### config.mk
export PLATFORM = sky130hd
export DESIGN_NAME = iss_status_regs
export DESIGN_NICKNAME = d
export VERILOG_FILES = /design/src/iss_pkg.sv /design/src/iss_status_regs.sv
export SDC_FILE = /design/constraint.sdc
export NUM_CORES = 1
export LEC_CHECK = 0
export ABC_AREA = 1
export BUFFER_PORTS_ARGS = -buffer_cell sky130_fd_sc_hd__buf_2
export CAP_MARGIN = 10
export CORE_ASPECT_RATIO = 1.2
export CORE_MARGIN = 5
export CORE_UTILIZATION = 50
export DETAILED_ROUTE_END_ITERATION = 8
export PLACE_DENSITY = 0.73
export RECOVER_POWER = 100
export SLEW_MARGIN = 0
export SYNTH_ARGS = -nofsm -noshare
export SYNTH_HDL_FRONTEND = slang
export SYNTH_SLANG_ARGS = --single-unit
### constraint.sdc
create_clock -name CLOCK -period 1.1 [get_ports CLOCK]
set_input_delay 0.165 -clock CLOCK [delete_from_list [all_inputs] [get_ports CLOCK]]
set_output_delay 0.165 -clock CLOCK [all_outputs]
set_load 0.05 [all_outputs]
### src/iss_pkg.sv
package iss_pkg;
  localparam int          GW          = 16;
  localparam int          CNT_W       = 20;
  localparam logic [1:0]  GRP_QUES    = 2'h0;
  localparam logic [1:0]  GRP_OPER    = 2'h1;
  localparam logic [1:0]  GRP_ALRM    = 2'h2;
  localparam logic [1:0]  VIEW_COND   = 2'h0;
  localparam logic [1:0]  VIEW_EVENT  = 2'h1;
  localparam logic [1:0]  VIEW_ENABLE = 2'h2;
  // bits with a function in each group
  localparam logic [15:0] MASK_QUES   = 16'h1FA3;
  localparam logic [15:0] MASK_OPER   = 16'h2FB3;
  localparam logic [15:0] MASK_ALRM   = 16'h01FF;
  // bits that also have a live condition
  localparam logic [15:0] COND_QUES   = 16'h1900;
  localparam logic [15:0] COND_OPER   = 16'h27B3;
  localparam logic [15:0] COND_ALRM   = 16'h01D0;
  localparam logic [15:0] RST_ENABLE  = 16'h0000;
  localparam logic [5:0]  RST_ARM     = 6'h3F;
  localparam int          OVL_N       = 6;

  typedef struct packed {
    logic [2:0][15:0] ev;
    logic [2:0][15:0] en;
    logic [2:0][15:0] prev;
    logic [5:0]       arm;
    logic             cfg_panel;
    logic [15:0]      rd_data;
    logic             rd_valid;
  } iss_state_t;
endpackage : iss_pkg

### src/iss_status_regs.sv
`timescale 1ns/1ps
`default_nettype none
module iss_status_regs (
  // clock and reset
  input  wire logic                    CLOCK,
  input  wire logic                    RSTN,
  // measurement commands
  input  wire logic                    INIT_CMD,
  input  wire logic                    MEAS_START,
  // overload pulses
  input  wire logic                    VOLT_OVLD,
  input  wire logic                    CURR_OVLD,
  input  wire logic                    FREQ_OVLD,
  input  wire logic                    CAP_OVLD,
  input  wire logic                    RES_OVLD,
  input  wire logic                    TEMP_OVLD,
  // questionable conditions
  input  wire logic                    CAL_CORRUPT,
  input  wire logic                    LOWER_LIMIT_FAIL,
  input  wire logic                    MEM_OVERFLOW,
  // operation conditions
  input  wire logic                    CALIBRATING,
  input  wire logic                    SELF_TEST,
  input  wire logic                    SCANNING,
  input  wire logic                    WAIT_TRIG,
  input  wire logic                    MSD_DETECTED,
  input  wire logic                    LOCKED,
  input  wire logic                    ERR_QUEUE_NE,
  input  wire logic                    PANEL_CFG_CHANGE,
  input  wire logic                    REMOTE_CFG_CHANGE,
  input  wire logic [iss_pkg::CNT_W-1:0] STORED_COUNT,
  input  wire logic [iss_pkg::CNT_W-1:0] READING_COUNT_THRESHOLD_SETTING,
  // alarm sources
  input  wire logic [3:0]              ALARM_EVT,
  input  wire logic                    ALARM_QUEUE_NE,
  input  wire logic                    ALARM_QUEUE_OVF,
  input  wire logic [2:0]              ALARM_TRIGGERED,
  // register access
  input  wire logic                    RD_STB,
  input  wire logic [1:0]              RD_GROUP,
  input  wire logic [1:0]              RD_VIEW,
  output logic      [iss_pkg::GW-1:0]  RD_DATA,
  output logic                         RD_VALID,
  input  wire logic                    WR_STB,
  input  wire logic [1:0]              WR_GROUP,
  input  wire logic [iss_pkg::GW-1:0]  WR_DATA,
  input  wire logic                    CLS_STB,
  // summary bits
  output logic                         SUM_QUES,
  output logic                         SUM_OPER,
  output logic                         SUM_ALRM
);
  import iss_pkg::*;

  // ----------------------------------------
  // helpers
  // ----------------------------------------
  function automatic logic [15:0] grp_mask(input logic [1:0] g);
    logic [15:0] m;
    m = 16'h0000;
    unique case (g)
      GRP_QUES: m = MASK_QUES;
      GRP_OPER: m = MASK_OPER;
      GRP_ALRM: m = MASK_ALRM;
      default:  m = 16'h0000;
    endcase
    return m;
  endfunction : grp_mask

  function automatic logic [15:0] cond_mask(input logic [1:0] g);
    logic [15:0] m;
    m = 16'h0000;
    unique case (g)
      GRP_QUES: m = COND_QUES;
      GRP_OPER: m = COND_OPER;
      GRP_ALRM: m = COND_ALRM;
      default:  m = 16'h0000;
    endcase
    return m;
  endfunction : cond_mask

  iss_state_t       st_reg;
  iss_state_t       st_next;
  logic [2:0][15:0] cond;
  logic [2:0][15:0] evp;
  logic [2:0][15:0] set;
  logic [2:0][15:0] clr;
  logic [5:0]       ovp;
  logic             over_thr;

  // ----------------------------------------
  // live conditions
  // ----------------------------------------
  assign over_thr = STORED_COUNT > READING_COUNT_THRESHOLD_SETTING;

  // built from inputs, and from the registered panel flag for bit 8, so a condition read is never stale
  always_comb begin
    cond        = '0;
    cond[0][8]  = CAL_CORRUPT;
    cond[0][11] = LOWER_LIMIT_FAIL;
    cond[0][12] = MEM_OVERFLOW;
    cond[1][0]  = CALIBRATING;
    cond[1][1]  = SELF_TEST;
    cond[1][4]  = SCANNING;
    cond[1][5]  = WAIT_TRIG;
    cond[1][7]  = MSD_DETECTED;
    cond[1][8]  = st_reg.cfg_panel;
    cond[1][9]  = over_thr;
    cond[1][10] = LOCKED;
    cond[1][13] = ERR_QUEUE_NE;
    cond[2][4]  = ALARM_QUEUE_NE;
    cond[2][8:6] = ALARM_TRIGGERED;
  end

  // ----------------------------------------
  // event-only sources
  // ----------------------------------------
  assign ovp = {TEMP_OVLD, RES_OVLD, CAP_OVLD, FREQ_OVLD, CURR_OVLD, VOLT_OVLD} & st_reg.arm;

  always_comb begin
    evp         = '0;
    evp[0][0]   = ovp[0];
    evp[0][1]   = ovp[1];
    evp[0][5]   = ovp[2];
    evp[0][7]   = ovp[3];
    evp[0][9]   = ovp[4];
    evp[0][10]  = ovp[5];
    evp[1][11]  = PANEL_CFG_CHANGE | REMOTE_CFG_CHANGE;
    evp[2][3:0] = ALARM_EVT;
    evp[2][5]   = ALARM_QUEUE_OVF;
  end

  // ----------------------------------------
  // next state
  // ----------------------------------------
  always_comb begin
    st_next = st_reg;
    set = '0;
    clr = '0;
    st_next.rd_valid = 1'b0;
    for (int g = 0; g < 3; g++) begin
      set[g] = ((cond[g] & ~st_reg.prev[g]) | evp[g]) & grp_mask(2'(g));
      st_next.prev[g] = cond[g];
    end
    if (CLS_STB) begin
      clr = '1;
    end
    if (RD_STB) begin
      st_next.rd_valid = 1'b1;
      st_next.rd_data = 16'h0000;
      if (RD_GROUP != 2'h3) begin
        unique case (RD_VIEW)
          VIEW_COND:   st_next.rd_data = cond[RD_GROUP] & cond_mask(RD_GROUP);
          VIEW_EVENT: begin
            st_next.rd_data = st_reg.ev[RD_GROUP];
            clr[RD_GROUP] = '1;
          end
          VIEW_ENABLE: st_next.rd_data = st_reg.en[RD_GROUP];
          default:     st_next.rd_data = 16'h0000;
        endcase
      end
    end
    // a set in the clearing cycle survives
    for (int g = 0; g < 3; g++) begin
      st_next.ev[g] = (st_reg.ev[g] & ~clr[g]) | set[g];
    end
    if (WR_STB && WR_GROUP != 2'h3) begin
      st_next.en[WR_GROUP] = WR_DATA & grp_mask(WR_GROUP);
    end
    // once fired, an overload waits for the next initiate
    if (INIT_CMD) begin
      st_next.arm = RST_ARM;
    end else begin
      st_next.arm = st_reg.arm & ~ovp;
    end
    // a panel change landing with a command is kept, so no edit goes unreported
    if (PANEL_CFG_CHANGE) begin
      st_next.cfg_panel = 1'b1;
    end else if (MEAS_START || INIT_CMD) begin
      st_next.cfg_panel = 1'b0;
    end
  end

  always_ff @(posedge CLOCK or negedge RSTN) begin
    if (!RSTN) begin
      st_reg.ev        <= '0;
      st_reg.en        <= {3{RST_ENABLE}};
      st_reg.prev      <= '0;
      st_reg.arm       <= RST_ARM;
      st_reg.cfg_panel <= 1'b0;
      st_reg.rd_data   <= 16'h0000;
      st_reg.rd_valid  <= 1'b0;
    end else begin
      st_reg <= st_next;
    end
  end

  // ----------------------------------------
  // outputs
  // ----------------------------------------
  assign RD_DATA  = st_reg.rd_data;
  assign RD_VALID = st_reg.rd_valid;
  assign SUM_QUES = |(st_reg.ev[0] & st_reg.en[0]);
  assign SUM_OPER = |(st_reg.ev[1] & st_reg.en[1]);
  assign SUM_ALRM = |(st_reg.ev[2] & st_reg.en[2]);
endmodule : iss_status_regs
`default_nettype wire

# After elaboration in Yosys (flattened, before gate mapping)
# Cells that the tools add are included.
# totals
ff_bits	136
in_bits	96
elab_cells	92
# classes
n_lt_le_gt_ge	5
n_eq_ne	8
mux	27
n_bitwise	28
n_reduce_logical	11
# ops
operator	count
2-to-1 mux 48 bit	4
2-to-1 mux 16 bit	10
AND 16 bit	8
binary-select mux 16 bit (select 2 bit)	3
one-hot mux 14 bit (3 select lines)	2
demux 16 bit (select 2 bit)	2
bitwise mux 48 bit	1
NOT 16 bit	3
bitwise OR 48 bit	1
one-hot mux 16 bit (3 select lines)	1
OR reduction 16 bit	3
> comparator 20 bit	1
bitwise OR 16 x 13 -> 16 bit	1
bitwise OR 16 x 14 -> 16 bit	1
bitwise OR 16 x 9 -> 16 bit	1
AND 14 bit	1
NOT 14 bit	1
bitwise OR 14 x 12 -> 14 bit	1
AND 13 bit	1
NOT 13 bit	1
bitwise OR 13 x 11 -> 13 bit	1
AND 6 bit	2
AND 9 bit	1
NOT 9 bit	1
14 further kinds	27

# Depth between registers and ports, before layout
# depth
depth_word	11
ltp_mapped	14

# Least setup slack after synthesis
# No wires, ideal clock.
# synth_path
path_kind	reg2out
startpoint	register st_reg[139] in the netlist's numbering
endpoint	output SUM_OPER
arrival_ns	1.210
required_time_ns	0.935
setup_slack_ns	-0.275
path_stages_with_launch	5
cell_sequence	dfrtp_1 inv_1 o22ai_1 a221oi_1 nand4_1
# synth_between
elab_chain_cells	2
# synth_rtl
element	line	text
start: declaration	iss_status_regs.sv:82	iss_state_t st_reg;
start signal: assignment	iss_status_regs.sv:194	st_reg <= st_next;
AND 16 bit	iss_status_regs.sv:204	assign SUM_OPER = |(st_reg.ev[1] & st_reg.en[1]);
OR reduction 16 bit	iss_status_regs.sv:204	
end: declaration	iss_status_regs.sv:50	output logic SUM_OPER,
# No other way between the ends.

# Worst setup path after layout
# layout_path
startpoint	register st_reg[78] in the netlist's numbering
endpoint	output SUM_QUES
# layout_between
elab_chain_cells	2
# layout_rtl
element	line	text
AND 16 bit	iss_status_regs.sv:203	assign SUM_QUES = |(st_reg.ev[0] & st_reg.en[0]);
OR reduction 16 bit	iss_status_regs.sv:203	
end: declaration	iss_status_regs.sv:49	output logic SUM_QUES,
# No other way between the ends.

==> flow_summary.yaml <==
timing:
  setup_violations: 32
  skew_ns: 0.0133
  hold_violations: 0
  max_freq_mhz: 553
  min_period_over_period_pct: 165
  fin_ws_ns: -0.710
  worst_pin_slew_ns: 0.490
  slew_viol_final: 0
  period_needed_ns: 1.81
  rsz0062_at_grt: "true"
  relSlewSlack_pct: 67.3
final_layout:
  drive_above_1_share_pct: 41.8
  area_growth_pct: 53.9
  multi_input_area_um2: 3030
  n_antenna_cell: 0
  nets: 1189
  largest_reg_flops: 112
  finalNonFillerCells: 1236
  fillers: 773
  seqCellArea_um2: 3260
die:
  rows: 45
  die-area_um2: 15400
  initial_utilization_pct: 51.1
  ioPinCount: 116
  core_area_um2: 12700
  die_h_um: 135
  die_width_um: 114
synth:
  synthXorXnorAreaFrac_pct: 0
  synth-edff-count: 0
  synthMuxAreaShare_pct: 0
  seq_area_frac_synth_pct: 50.1
  ys_types: 34
  yosys_warnings: 0
  synth_cells: 765
  syn_avg_cell_area_um2: 8.50
  synth_area_um2: 6500
  synthAdderAreaFrac_pct: 6.54
  synth-simple-area-share_pct: 12.9
  async_flop_share_pct: 100
  synth_top_family_by_area: "compound AO/OA/AOI/OAI gates"
  synth_fp_nets: 895
  synthFlopType: "dfrtp_1"
  synth_seq_cells: 130
  synth_compound_area_share_pct: 18.3
critical_path:
  end_kind: "output port"
  cp-start-kind: "flip-flop"
  path_cells: "inv_2, o22ai_2, a221oi_2, nand4_1, buf_6"
  reg2reg_depth: 8
  crit_path_max_incr_delay_ns: 0.40
  cpMaxStageDelayCell: "dfrtp_1"
  crit_fanout: 2
  cp.arrival_ns: 1.64
  crit_required_ns: 0.94
  path_class: "flip-flop to output port"
detailed_routing:
  drt-initial-drc-count: 585
  dr.pass1.iters: 6
  drc: 0
  routed_wl_um: 22900
  avgRoutedWirePerCell_um: 18.6
  avgViaCountPerCell: 5.55
  antenna_left: 0
  vias: 6860
clock_network:
  numCtsBuffers: 17
  clk_path_buf_depth: 2
  clkTransAtPathRegs_ns: 0.06
  cts_tree: "yes"
  htreeDepth: 4
  root_buffer: "clkbuf_16"
  insertion_delay_ns: 0.42
  cts_sinks: 130
grt:
  grt_max_degree: 33
  grt_pass1_wl_um: 34000
  grt_pass1_vias: 6870
  grtUsageTotal_pct: 28.4
  antenna_found_initial: 0
  grt_overflow: 0
pwr:
  ir_drop_mv: 1.00
  power_frac_seq_pct: 38.8
  intPower_mw: 10.2
  power.share.clock_pct: 37.9
  p_sw_mw: 4.18
  swShare_pct: 29.0
  total_power_mw: 14.4
  pwr-share-comb_pct: 23.4
  power.density_nw_per_um2: 1440
  power.leakage_nw: 5.01
job:
  drv_cap: 0
placement:
  place_congestion: 0.991
  placed_cells_incl_taps: 1136
  dp_worst_setup_slack_ns: -0.406
  dp_hpwl_um: 15800
  io_buffers: 113
outcome:
  status: "complete, but fails checks"
  violations: "negative setup slack"
hold_path:
  min_path_cells: 3
  hold_class: "primary input to flip-flop"
[per-layer routing]
layer  up-vias  part of all wire (%)  GRT usage [%]  wire [um]
li1       3070                     -              -          -
met1      3243                    35           32.0       8080
met2       440                    50           50.1      11600
met3       107                   8.8           5.96       2010
met4         0                   5.6           14.6       1290
met5         -                     0              0          0
[cell type report]
| cell class | count | area share [%] |
|---|---|---|
| sequential | 130 | 32.6 |
| multi-input combinational | 452 | 30.3 |
| timing repair buffer | 312 | 23.4 |
| inverter | 146 | 6.03 |
| clock buffer | 26 | 4.79 |
| tap | 164 | 2.05 |
| clock inverter | 6 | 0.825 |
[worst max-delay path, delay by kind of cell, from the launching register on]
family | cells | cell delay (ns)
buffers and inverters | 2 | 0.31
AOI/OAI and AO/OA | 2 | 0.29
and+or+nand+nor | 1 | 0.23
DFF | 1 | 0.40
[repair_timing]
| action | CTS | global route |
|---|---|---|
| hold endpoints to repair | 157 | 0 |
| gates resized for setup | 122 | 63 |
| pin swaps | 26 | 35 |
| buffers inserted | 21 | 27 |
| endpoints found under the setup margin | 33 | 57 |
| hold buffers | 30 | 0 |
[synthesized netlist by cell type, types with 2 or more instances]
cell type | count | share of area, %
a21oi_1 | 38 | 2.9
a221oi_1 | 6 | 0.81
a22o_1 | 3 | 0.40
a22oi_1 | 2 | 0.23
a31o_2 | 2 | 0.27
a32o_1 | 3 | 0.46
buf_2 | 6 | 0.46
buf_4 | 21 | 2.4
buf_6 | 2 | 0.35
clkbuf_1 | 8 | 0.46
dfrtp_1 | 124 | 48
dfstp_2 | 6 | 2.4
ha_1 | 34 | 6.5
inv_1 | 140 | 8.1
inv_2 | 5 | 0.29
nand2_1 | 148 | 8.5
nand2_2 | 2 | 0.19
nand3_1 | 11 | 0.85
nand4_1 | 3 | 0.29
nor2_1 | 46 | 2.7
nor3_1 | 3 | 0.23
o211ai_1 | 3 | 0.35
o21ai_0 | 85 | 6.5
o21ai_1 | 5 | 0.38
o21bai_1 | 4 | 0.46
o221ai_1 | 4 | 0.54
o22ai_1 | 41 | 3.9
o31ai_1 | 4 | 0.46
[power groups by stage]
stage	clock (mW)	combinational, mW	sequential [mW]
finish	5.45	3.36	5.58
CTS	5.46	3.07	5.54
global route	5.70	3.59	5.60
floorplan	0	1.38	5.48
global placement	0	2.58	5.55
detailed placement	0	2.66	5.57
[placed cells by master, fill, tap and decap left out, types with 6 or more instances in the layout]
master	count
ha_4	17
buf_6	40
a21oi_1	25
dlygate4sd3_1	30
clkbuf_1	21
o21ai_1	24
inv_2	44
nand2_2	13
a221oi_2	6
ha_1	17
nand2_1	136
buf_2	78
nand3_1	7
o21ai_2	7
buf_4	135
inv_4	8
a21oi_2	12
o22ai_1	28
o22ai_2	12
inv_1	88
clkbuf_2	6
nor2_1	41
clkbuf_16	17
dfrtp_1	124
o21ai_0	58
[final timing paths]
check	from	slack, ns	endpoint
min	WR_DATA[13]	0.02	st_reg[101]
min reg2reg	st_reg[50]	0.44	st_reg[146]
max reg2reg	st_reg[73]	-0.24	RD_DATA[1]
max	st_reg[78]	-0.71	SUM_QUES
max in group asynchronous	RSTN	0.12	st_reg[20]
min in group asynchronous	RSTN	0.24	st_reg[84]
[per-stage QoR]
step,TNS [ns],hold slack [ns],utilization [%],area (um2)
after floorplan,-0.820,-0.131,-,6850
after global placement,-20.52,0.0751,66.5,8460
after detailed placement,-25.28,0.0780,66.5,8460
after CTS,-3.00,0.0127,77.0,9800
after global routing,-7.36,0.0367,78.7,10000
final,-3.90,0.0169,78.7,10000
[kinds of logic after synthesis]
group	count (synthesis)
and+or+nand+nor	214
AOI/OAI and AO/OA	204
buffers and inverters	183
DFF	130
adders and majority gates	34
Note: power is estimated with default switching activity, not from simulation.
